[config.mk]
export PLATFORM = sky130hd
export DESIGN_NAME = monitor_alert_mask_enable
export DESIGN_NICKNAME = d
export VERILOG_FILES = /design/src/monitor_pkg.sv /design/src/limit_compare.sv /design/src/monitor_alert_mask_enable.sv
export VERILOG_INCLUDE_DIRS = /design/src
export SDC_FILE = /design/constraint.sdc
export NUM_CORES = 1
export LEC_CHECK = 0
export BUFFER_PORTS_ARGS = -buffer_cell sky130_fd_sc_hd__clkbuf_2
export CORE_UTILIZATION = 46
export CTS_CLUSTER_DIAMETER = 40
export DETAILED_ROUTE_END_ITERATION = 10
export PLACE_DENSITY_LB_ADDON = 0.08
export SYNTH_ARGS = -nofsm -noshare
export SYNTH_HDL_FRONTEND = slang
export SYNTH_SLANG_ARGS = --single-unit
[constraint.sdc]
create_clock -name MCLK -period 1.7 [get_ports MCLK]
set_input_delay 0.425 -clock MCLK [delete_from_list [all_inputs] [get_ports MCLK]]
set_output_delay 0.425 -clock MCLK [all_outputs]
set_load 0.005 [all_outputs]
[src/monitor_consts.svh]
// Register offsets, field positions and reset values of the alert mask and enable block.
`ifndef MONITOR_CONSTS_SVH
`define MONITOR_CONSTS_SVH

// ----------------------------------------------------------------------------
// Register offsets
// ----------------------------------------------------------------------------
`define CFG_OFFSET 8'h00
`define AME_OFFSET 8'h06

// ----------------------------------------------------------------------------
// Field positions of the mask and enable register
// ----------------------------------------------------------------------------
`define LIMIT_EN_MSB 15
`define LIMIT_EN_LSB 11
`define CONV_DONE_EN_BIT 10
`define RSVD_MSB 9
`define RSVD_LSB 6
`define MEM_ERR_BIT 5
`define LIMIT_FLAG_BIT 4
`define CONV_FLAG_BIT 3
`define OVF_FLAG_BIT 2
`define LEVEL_INV_BIT 1
`define HOLD_MODE_BIT 0

// ----------------------------------------------------------------------------
// Configuration register operating mode field
// ----------------------------------------------------------------------------
`define CFG_MODE_MSB 2
`define CFG_MODE_LSB 0
`define CFG_MODE_POWER_DOWN 3'h4

// ----------------------------------------------------------------------------
// Reset values
// ----------------------------------------------------------------------------
`define AME_RESET 16'h0000
`define LIMIT_EN_RESET 5'h00

`endif

[src/monitor_pkg.sv]
// Types shared by the alert mask and enable block and its limit comparator.
`default_nettype none

package monitor_pkg;

    // Results of the last completed conversion cycle.
    typedef struct packed {
        logic [15:0] shunt_value;
        logic [15:0] bus_value;
        logic [15:0] power_value;
    } results_t;

    // Status flags held by the block.
    typedef struct packed {
        logic memory_integrity_error;
        logic limit_source_flag;
        logic conv_done_flag;
        logic math_overflow_flag;
    } flags_t;

    // One-hot limit selection, highest priority in the top bit.
    typedef struct packed {
        logic shunt_over_alert_en;
        logic shunt_under_alert_en;
        logic bus_over_alert_en;
        logic bus_under_alert_en;
        logic power_over_alert_en;
    } limit_en_t;

endpackage

`default_nettype wire

[src/limit_compare.sv]
// Compares the selected conversion result against the alert threshold.
`timescale 1ns/1ns
`default_nettype none

module limit_compare #(
    parameter int WIDTH = 16
) (
    input wire monitor_pkg::limit_en_t limit_en,
    input wire monitor_pkg::results_t results,
    input wire logic [WIDTH-1:0] threshold,
    output logic hit
);

    // ------------------------------------------------------------------------
    // Comparisons
    // ------------------------------------------------------------------------
    logic shunt_over;
    logic shunt_under;
    logic bus_over;
    logic bus_under;
    logic power_over;

    // Shunt results are two's complement, bus and power results unsigned.
    always_comb begin
        shunt_over = $signed(results.shunt_value) > $signed(threshold);
        shunt_under = $signed(results.shunt_value) < $signed(threshold);
        bus_over = results.bus_value > threshold;
        bus_under = results.bus_value < threshold;
        power_over = results.power_value > threshold;
    end

    // The enables are one-hot, so an OR of the gated terms picks the selected one.
    always_comb begin
        hit = (limit_en.shunt_over_alert_en & shunt_over)
            | (limit_en.shunt_under_alert_en & shunt_under)
            | (limit_en.bus_over_alert_en & bus_over)
            | (limit_en.bus_under_alert_en & bus_under)
            | (limit_en.power_over_alert_en & power_over);
    end

endmodule

`default_nettype wire

[src/monitor_alert_mask_enable.sv]
// Alert mask and enable register with limit alerting and status flags of a power monitor.
`timescale 1ns/1ns
`default_nettype none

`include "monitor_consts.svh"

// Operation
// - Shunt-over enable alerts when shunt exceeds threshold.
// - Shunt-under enable alerts when shunt below threshold.
// - Bus-over enable alerts when bus exceeds threshold.
// - Bus-under enable alerts when bus below threshold.
// - Power-over enable alerts when power exceeds threshold.
// - Only highest-priority limit enable can become set.
// - Conversion-ready enable routes ready flag onto alert.
// - Conversion-ready alert combines with selected limit.
// - Limit flag set when limit causes alert.
// - Latched mode: limit flag clears on register read.
// - Transparent: limit flag clears after clean conversion.
// - Ready flag set after whole cycle completes.
// - Ready flag clears on mask read or non-power-down config write.
// - Overflow flag set on arithmetic overflow.
// - Polarity bit: low open-drain or inverted high.
// - Transparent: alert idles once fault is gone.
// - Latched: alert holds until register is read.
// - Hold mode bit selects latched; resets zero.
// - Selected result compared against sixteen-bit threshold.
module monitor_alert_mask_enable #(
    parameter int DATA_WIDTH = 16,
    parameter int ADDR_WIDTH = 8
) (
    input wire logic MCLK,
    input wire logic RST,
    input wire logic [ADDR_WIDTH-1:0] REG_ADDR,
    input wire logic [DATA_WIDTH-1:0] REG_WDATA,
    input wire logic REG_WR,
    input wire logic REG_RD,
    output logic [DATA_WIDTH-1:0] REG_RDATA,
    input wire logic CONV_DONE,
    input wire monitor_pkg::results_t RESULTS,
    input wire logic [DATA_WIDTH-1:0] LIMIT_VALUE,
    input wire logic MATH_OVF,
    input wire logic MEM_ERR,
    output logic ALERT_O,
    output logic ALERT_OE
);

    // ------------------------------------------------------------------------
    // Register access decode
    // ------------------------------------------------------------------------
    logic ame_read;
    logic ame_write;
    logic cfg_write;
    logic cfg_clears_ready;

    always_comb begin
        ame_read = REG_RD && (REG_ADDR == `AME_OFFSET);
        ame_write = REG_WR && (REG_ADDR == `AME_OFFSET);
        cfg_write = REG_WR && (REG_ADDR == `CFG_OFFSET);
        cfg_clears_ready = cfg_write
            && (REG_WDATA[`CFG_MODE_MSB:`CFG_MODE_LSB] != `CFG_MODE_POWER_DOWN);
    end

    // ------------------------------------------------------------------------
    // Limit enable priority filter
    // ------------------------------------------------------------------------
    localparam int NUM_LIMITS = `LIMIT_EN_MSB - `LIMIT_EN_LSB + 1;

    logic [NUM_LIMITS-1:0] limit_en_wr;
    logic [NUM_LIMITS-1:0] limit_en_kept;

    assign limit_en_wr = REG_WDATA[`LIMIT_EN_MSB:`LIMIT_EN_LSB];

    // A lower enable survives a write only when no higher one is written with it.
    genvar gi;
    generate
        for (gi = 0; gi < NUM_LIMITS; gi++) begin : g_prio
            if (gi == NUM_LIMITS - 1) begin : g_top
                assign limit_en_kept[gi] = limit_en_wr[gi];
            end else begin : g_low
                assign limit_en_kept[gi] = limit_en_wr[gi]
                    & ~(|limit_en_wr[NUM_LIMITS-1:gi+1]);
            end
        end
    endgenerate

    // ------------------------------------------------------------------------
    // Writable control bits
    // ------------------------------------------------------------------------
    monitor_pkg::limit_en_t limit_en_q;
    logic conv_done_alert_en_q;
    logic alert_level_invert_q;
    logic alert_hold_mode_q;

    always_ff @(posedge MCLK or posedge RST) begin
        if (RST) begin
            limit_en_q <= `LIMIT_EN_RESET;
        end else if (ame_write) begin
            limit_en_q <= limit_en_kept;
        end
    end

    always_ff @(posedge MCLK or posedge RST) begin
        if (RST) begin
            conv_done_alert_en_q <= 1'b0;
        end else if (ame_write) begin
            conv_done_alert_en_q <= REG_WDATA[`CONV_DONE_EN_BIT];
        end
    end

    always_ff @(posedge MCLK or posedge RST) begin
        if (RST) begin
            alert_level_invert_q <= 1'b0;
        end else if (ame_write) begin
            alert_level_invert_q <= REG_WDATA[`LEVEL_INV_BIT];
        end
    end

    always_ff @(posedge MCLK or posedge RST) begin
        if (RST) begin
            alert_hold_mode_q <= 1'b0;
        end else if (ame_write) begin
            alert_hold_mode_q <= REG_WDATA[`HOLD_MODE_BIT];
        end
    end

    // ------------------------------------------------------------------------
    // Limit comparison
    // ------------------------------------------------------------------------
    logic limit_hit;

    // The threshold and the result chosen by the enables meet here.
    limit_compare #(
        .WIDTH(DATA_WIDTH)
    ) u_limit_compare (
        .limit_en(limit_en_q),
        .results(RESULTS),
        .threshold(LIMIT_VALUE),
        .hit(limit_hit)
    );

    // ------------------------------------------------------------------------
    // Status flags
    // ------------------------------------------------------------------------
    monitor_pkg::flags_t flags_q;
    logic limit_source_flag_d;
    logic conv_done_flag_d;

    // The limit is judged once per completed conversion cycle.
    always_comb begin
        limit_source_flag_d = flags_q.limit_source_flag;
        if (alert_hold_mode_q) begin
            if (CONV_DONE && limit_hit) begin
                limit_source_flag_d = 1'b1;
            end else if (ame_read) begin
                limit_source_flag_d = 1'b0;
            end
        end else if (CONV_DONE) begin
            limit_source_flag_d = limit_hit;
        end
    end

    // A completion in the same cycle as a clearing access keeps the flag set.
    always_comb begin
        conv_done_flag_d = flags_q.conv_done_flag;
        if (CONV_DONE) begin
            conv_done_flag_d = 1'b1;
        end else if (ame_read || cfg_clears_ready) begin
            conv_done_flag_d = 1'b0;
        end
    end

    always_ff @(posedge MCLK or posedge RST) begin
        if (RST) begin
            flags_q.limit_source_flag <= 1'b0;
        end else begin
            flags_q.limit_source_flag <= limit_source_flag_d;
        end
    end

    always_ff @(posedge MCLK or posedge RST) begin
        if (RST) begin
            flags_q.conv_done_flag <= 1'b0;
        end else begin
            flags_q.conv_done_flag <= conv_done_flag_d;
        end
    end

    // Overflow stays set until the register is read; a new overflow wins.
    always_ff @(posedge MCLK or posedge RST) begin
        if (RST) begin
            flags_q.math_overflow_flag <= 1'b0;
        end else if (MATH_OVF) begin
            flags_q.math_overflow_flag <= 1'b1;
        end else if (ame_read) begin
            flags_q.math_overflow_flag <= 1'b0;
        end
    end

    // An integrity error is sticky and no access clears it.
    always_ff @(posedge MCLK or posedge RST) begin
        if (RST) begin
            flags_q.memory_integrity_error <= 1'b0;
        end else if (MEM_ERR) begin
            flags_q.memory_integrity_error <= 1'b1;
        end
    end

    // ------------------------------------------------------------------------
    // Register read
    // ------------------------------------------------------------------------
    logic [DATA_WIDTH-1:0] ame_word;

    always_comb begin
        ame_word = `AME_RESET;
        ame_word[`LIMIT_EN_MSB:`LIMIT_EN_LSB] = limit_en_q;
        ame_word[`CONV_DONE_EN_BIT] = conv_done_alert_en_q;
        ame_word[`RSVD_MSB:`RSVD_LSB] = 4'h0;
        ame_word[`MEM_ERR_BIT] = flags_q.memory_integrity_error;
        ame_word[`LIMIT_FLAG_BIT] = flags_q.limit_source_flag;
        ame_word[`CONV_FLAG_BIT] = flags_q.conv_done_flag;
        ame_word[`OVF_FLAG_BIT] = flags_q.math_overflow_flag;
        ame_word[`LEVEL_INV_BIT] = alert_level_invert_q;
        ame_word[`HOLD_MODE_BIT] = alert_hold_mode_q;
    end

    // Reads are never held off by the ready flag; the word shows pre-clear state.
    always_ff @(posedge MCLK or posedge RST) begin
        if (RST) begin
            REG_RDATA <= `AME_RESET;
        end else if (REG_RD) begin
            REG_RDATA <= ame_read ? ame_word : `AME_RESET;
        end
    end

    // ------------------------------------------------------------------------
    // Alert pin
    // ------------------------------------------------------------------------
    logic alert_active;

    // The ready flag reaches the pin only when its enable is set.
    always_comb begin
        alert_active = limit_source_flag_d
            | (conv_done_alert_en_q & conv_done_flag_d);
    end

    // Open drain: normal pulls low while active, inverted pulls low while idle.
    always_ff @(posedge MCLK or posedge RST) begin
        if (RST) begin
            ALERT_OE <= 1'b0;
        end else begin
            ALERT_OE <= alert_level_invert_q ? ~alert_active : alert_active;
        end
    end

    // The pin is only ever driven low.
    always_ff @(posedge MCLK or posedge RST) begin
        if (RST) begin
            ALERT_O <= 1'b0;
        end else begin
            ALERT_O <= 1'b0;
        end
    end

endmodule

`default_nettype wire

# After elaboration in Yosys (flattened, before gate mapping)
# Cells that the tools add are included.
[op_classes]
magnitude_cmp = 5
n_eq_ne = 2
muxes = 10
bitwise_logic = 20
reduce_logical = 11
[ops]
columns = ["operator", "count"]
rows = [
  ["$gt A16 B16 Y1", 3],
  ["$lt A16 B16 Y1", 2],
  ["$mux W16", 1],
  ["$and A1 B1 Y1", 10],
  ["$mux W1", 9],
  ["$eq A8 B3 Y1 const B", 1],
  ["$logic_not A8 Y1", 1],
  ["$logic_and A1 B1 Y1", 5],
  ["$not A1 Y1", 5],
  ["$or A1 B1 Y1", 5],
  ["$reduce_or A4 Y1", 1],
  ["$ne A3 B3 Y1 const B", 1],
  ["$reduce_or A3 Y1", 1],
  ["$reduce_bool A2 Y1", 1],
  ["$reduce_or A2 Y1", 1],
  ["$logic_or A1 B1 Y1", 1],
]
[word_totals]
ff_bits = 29
word_cells = 62

# Depth between registers and ports, before layout
[depth]
ltp_word = 12
depth_mapped = 10
ltp_nobuf = 10

# Modules after synthesis
# From an unflattened synthesis, not the netlist that was laid out.
[unflattened]
hier_cells = 232
area_unflattened_um2 = 2269.7
[by_module_without_submodules]
columns = ["module", "n_inst", "cells_per_inst", "area_per_inst_um2"]
rows = [
  ["limit_compare", 1, 143, 1179.9],
  ["monitor_alert_mask_enable", 1, 89, 1089.8],
]

# Least setup slack after synthesis
# Ideal clock, no wire load.
[synth_timing]
path_type = "input to register"
startpoint = "in LIMIT_VALUE[14]"
endpoint = "reg ALERT_OE"
setup_ns = 0.123
arrival_ns = 2.392
setup_slack_ns = -0.815
path_stages = 10
path_buffers = 0
cell_sequence = "inv_1 ha_1 nand4_1 or4_1 a21oi_1 nor3_1 mux2i_1 or3_1 o22a_1 xor2_1"
[synth_between]
elab_chain_cells = 12
elab_cells_between_ends = 21
classes_between = "order compare: 5; mux: 4; bitwise: 11; reduce/logical: 1"
[synth_lines]
columns = ["item", "line_no", "text"]
rows = [
  ["start: declaration", "monitor_alert_mask_enable.sv:40", "input wire logic [DATA_WIDTH-1:0] LIMIT_VALUE,"],
  ["$gt A16 B16 Y1 / $lt A16 B16 Y1 (equally long branches)", "limit_compare.sv:25, limit_compare.sv:26", ""],
  ["$and A1 B1 Y1, on equally long branches", "limit_compare.sv:34, limit_compare.sv:35", ""],
  ["$or A1 B1 Y1", "limit_compare.sv:35", "| (limit_en.shunt_under_alert_en & shunt_under)"],
  ["$or A1 B1 Y1", "limit_compare.sv:36", "| (limit_en.bus_over_alert_en & bus_over)"],
  ["$or A1 B1 Y1", "limit_compare.sv:37", "| (limit_en.bus_under_alert_en & bus_under)"],
  ["$or A1 B1 Y1 (*)", "limit_compare.sv:38", "| (limit_en.power_over_alert_en & power_over);"],
  ["$logic_and A1 B1 Y1", "monitor_alert_mask_enable.sv:152", "if (CONV_DONE && limit_hit) begin"],
  ["$mux W1", "monitor_alert_mask_enable.sv:152", ""],
  ["$mux W1 (*)", "monitor_alert_mask_enable.sv:151", "if (alert_hold_mode_q) begin"],
  ["$or A1 B1 Y1 (*)", "monitor_alert_mask_enable.sv:243", "| (conv_done_alert_en_q & conv_done_flag_d);"],
  ["$not A1 Y1", "monitor_alert_mask_enable.sv:251", "ALERT_OE <= alert_level_invert_q ? ~alert_active : alert_active;"],
  ["$mux W1 (*)", "monitor_alert_mask_enable.sv:251", ""],
  ["end signal: assignment", "monitor_alert_mask_enable.sv:251", ""],
  ["end: declaration", "monitor_alert_mask_enable.sv:44", "output logic ALERT_OE"],
]
# Every way passes the cells marked *; elsewhere a longest branch is shown, timed or not.
# A chain may end at the register's enable or synchronous reset.

# Worst setup path after layout
# Ends and elaborated chain as after synthesis.

==> flow_metrics.py <==
metrics = {
    "outcome": {
        "status": "complete, but fails checks",
        "violations": "negative setup slack",
    },
    "detailed_routing": {
        "drc": 0,
        "drt-initial-drc-count": 111,
        "viasPerCell": 5.24,
        "postRouteAntennaNets": 0,
        "num_vias": 2144,
        "wire_per_inst_microns": 13.2,
        "dr.pass1.iters": 8,
        "routed_wl_microns": 5380,
    },
    "worst_setup_path": {
        "crit_required_ps": 1850,
        "worstPathMaxFanout": 3,
        "rrSetupSlack_ps": 0,
        "r2r-end": "ALERT_OE",
        "r2r_cells": 6,
        "worstSetupPathType": "input port to flip-flop",
        "end_kind": "flip-flop",
        "slowest_delay_ps": 570,
        "path_cells": "buf_8 -> inv_6 -> ha_4 -> nand4_1 -> or4_4 -> a21oi_2 -> nor3_2 -> mux2i_1 -> or3_1 -> o22a_1 -> xor2_1",
        "cp.arrival_ps": 2470,
        "startpoint_type": "input port",
        "worst_path_max_delay_cell": "or4_4",
        "r2r-start": "ame_word[3]",
    },
    "cts": {
        "clockBufferDepth": 2,
        "cts-hold-fix-buffers": 0,
        "root_buffer": "clkbuf_8",
        "ctsHtreeMaxLevel": 1,
        "clk_pin_slew_ps": 80,
        "clock-sinks": 25,
        "numCtsBuffers": 3,
        "worstSkewPairLatency_ps": 270,
        "cts_tree": "built",
    },
    "synthesis": {
        "netlist.area_leader.share_pct": 28.8,
        "synth-adder-area-share_pct": 27.6,
        "synth_cells": 235,
        "synth_simple_gate_area_share_pct": 14.7,
        "synth_top_family_by_area": "adder cells",
        "synthTopCellsByCount": "ha_1, dfrtp_1, inv_1",
        "ys_types": 39,
        "synth_top_area_cell": "dfrtp_1",
        "ys_seq_area_share_pct": 28.8,
        "ys_warn_count": 0,
        "synth_compound_area_share_pct": 18.5,
        "ys_top_cells_by_area": "dfrtp_1, ha_1, a21oi_1",
        "async_flop_share_pct": 100,
        "synth-seq-cells": 25,
        "synthFlopType": "dfrtp_1",
        "synth_most_common_cell": "ha_1",
        "syn-cell-area_sq_um": 2180,
        "synth.avg_cell_area_sq_um": 9.26,
        "synth.mux.area_fraction_pct": 3.51,
        "synth_edf_count": 0,
        "synth-xor-area-share_pct": 0.403,
    },
    "timing": {
        "drv_slew": 0,
        "period_share_pct": 136,
        "setup_viol": 2,
        "finalHoldViolCount": 0,
        "clock_skew_ps": 8.44,
        "setup_slack_ps": -619,
        "rsz0062_at_grt": "yes",
        "timing.final.crit_period_ps": 2320,
        "fmax_mhz": 431,
    },
    "placed_design": {
        "placedInstanceArea_sq_um": 3110,
        "placed_cells": 404,
        "io_buffer_count": 100,
        "gp_congestion": 0.784,
        "hpwl_microns": 4710,
    },
    "floorplanning": {
        "start_util_pct": 49.0,
        "dieArea_sq_um": 5010,
        "io-pin-count": 113,
        "rows": 24,
        "chipWidth_microns": 70.8,
        "fp.dieH_microns": 70.8,
        "design.core.area_sq_um": 4440,
    },
    "pwr": {
        "p_per_area_nw_per_um2": 460,
        "p_leak_nw": 1.70,
        "ir_drop_mv": 0.487,
    },
    "final_layout": {
        "nets": 501,
        "syn_to_final_growth_pct": 49.9,
        "antenna_cells": 0,
        "drive_above_1_share_pct": 48.2,
        "stdcell_count": 409,
        "n_fill_cell": 338,
        "final_cell_area_sq_um": 3260,
    },
    "grt": {
        "grt_max_degree": 26,
        "grt_pass1_wl_microns": 8680,
        "antenna_found_initial": 0,
        "grt_util_all_layers_pct": 21.6,
        "overflow": 0,
        "grt_pass1_vias": 1974,
    },
    "min_path": {
        "hp-class": "input port to async pin",
    },
    "job": {
        "maxCapViolCount": 0,
    },
}
## per-stage QoR
stage	TNS, ps	total power, W	setup slack (ps)	util (%)	hold WS, ps
after CTS	-1240	0.00149	-627	71.6	201
after floorplan	-2740	0.000904	-708	-	441
final	-1190	0.00150	-619	73.4	181
after detailed placement	-5100	0.00114	-974	70.1	477
after global routing	-1360	0.00160	-697	73.4	223
after global placement	-4920	0.00113	-926	70.1	465
## worst max-delay path by stage
stage | start | end | slack [ps] | depth (start not counted)
3_3_place_gp | LIMIT_VALUE[5] | ALERT_OE | -930 | 11
5_1_grt | LIMIT_VALUE[14] | ALERT_OE | -700 | 11
2_1_floorplan | LIMIT_VALUE[15] | ALERT_OE | -710 | 10
4_1_cts | LIMIT_VALUE[13] | ALERT_OE | -630 | 11
6_report | LIMIT_VALUE[14] | ALERT_OE | -620 | 11
3_5_place_dp | LIMIT_VALUE[5] | ALERT_OE | -970 | 11
## layer usage
metal  wire, microns  track usage (%)  share of wire [%]  up-vias
li1                -                -                  -     1110
met1            2680             30.3                 50      966
met2            2440             36.5                 45       64
met3             240             3.13                4.5        4
met4              25             2.67               0.46        0
met5               0                0                  0        -
## power breakdown
part / internal (W) / total, W / switching [W]
registers: 0.000605 / 0.000614 / 0.00000895
logic: 0.000285 / 0.000543 / 0.000258
clock network: 0.000167 / 0.000344 / 0.000176
## logic make-up (layout without fill, tap and decap cells)
logic type,count (synthesis),count (layout)
AO/OA/AOI/OAI,61,61
AND/OR/NAND/NOR,60,60
adder cells (fa/ha/maj),48,48
buffers and inverters,32,150
flip-flops,25,25
multiplexers,7,7
other,1,5
XOR/XNOR,1,1
## critical path: cells and delay by family
family / cells / cell delay [ps]
xor gates and xnor gates: 1 / 140
buffers and inverters: 2 / 110
adders and majority gates: 1 / 260
AOI/OAI and AO/OA: 2 / 320
and+or+nand+nor: 4 / 1080
muxes: 1 / 130
## cells in the final DEF (no fill, tap or decap), types with 5 or more instances in the layout
master / n
clkbuf_2: 94
nand2_1: 22
ha_1: 32
conb_1: 5
nor2_1: 5
a21oi_1: 17
buf_4: 21
dfrtp_1: 25
a22o_1: 11
nand4_1: 8
mux2_2: 5
inv_4: 6
ha_4: 15
o21ai_1: 6
inv_1: 11
a21oi_2: 5
nand3_1: 7
## registers in the layout, indices dropped and copies added, names as in the netlist
| signal | flops |
|---|---|
| alert_hold_mode_q | 1 |
| ame_word | 9 |
| alert_level_invert_q | 1 |
| conv_done_alert_en_q | 1 |
| ALERT_OE | 1 |
| REG_RDATA | 12 |
## final cells by class
class | instances | area (sq um) | share of cell area (%)
clock buffers | 4 | 45.0 | 1.38
inverters | 24 | 135 | 4.14
multi-input cells | 182 | 1670 | 51.2
flip-flops and latches | 25 | 626 | 19.2
well taps | 52 | 65.1 | 1.99
repair buffers | 122 | 722 | 22.1
## repair_timing
action / CTS / global route
pin swaps: 0 / 9
buffers inserted: 0 / 1
setup endpoints to repair: 2 / 10
resized for setup: 5 / 14
No activity file was read; power rests on OpenSTA's default activity.
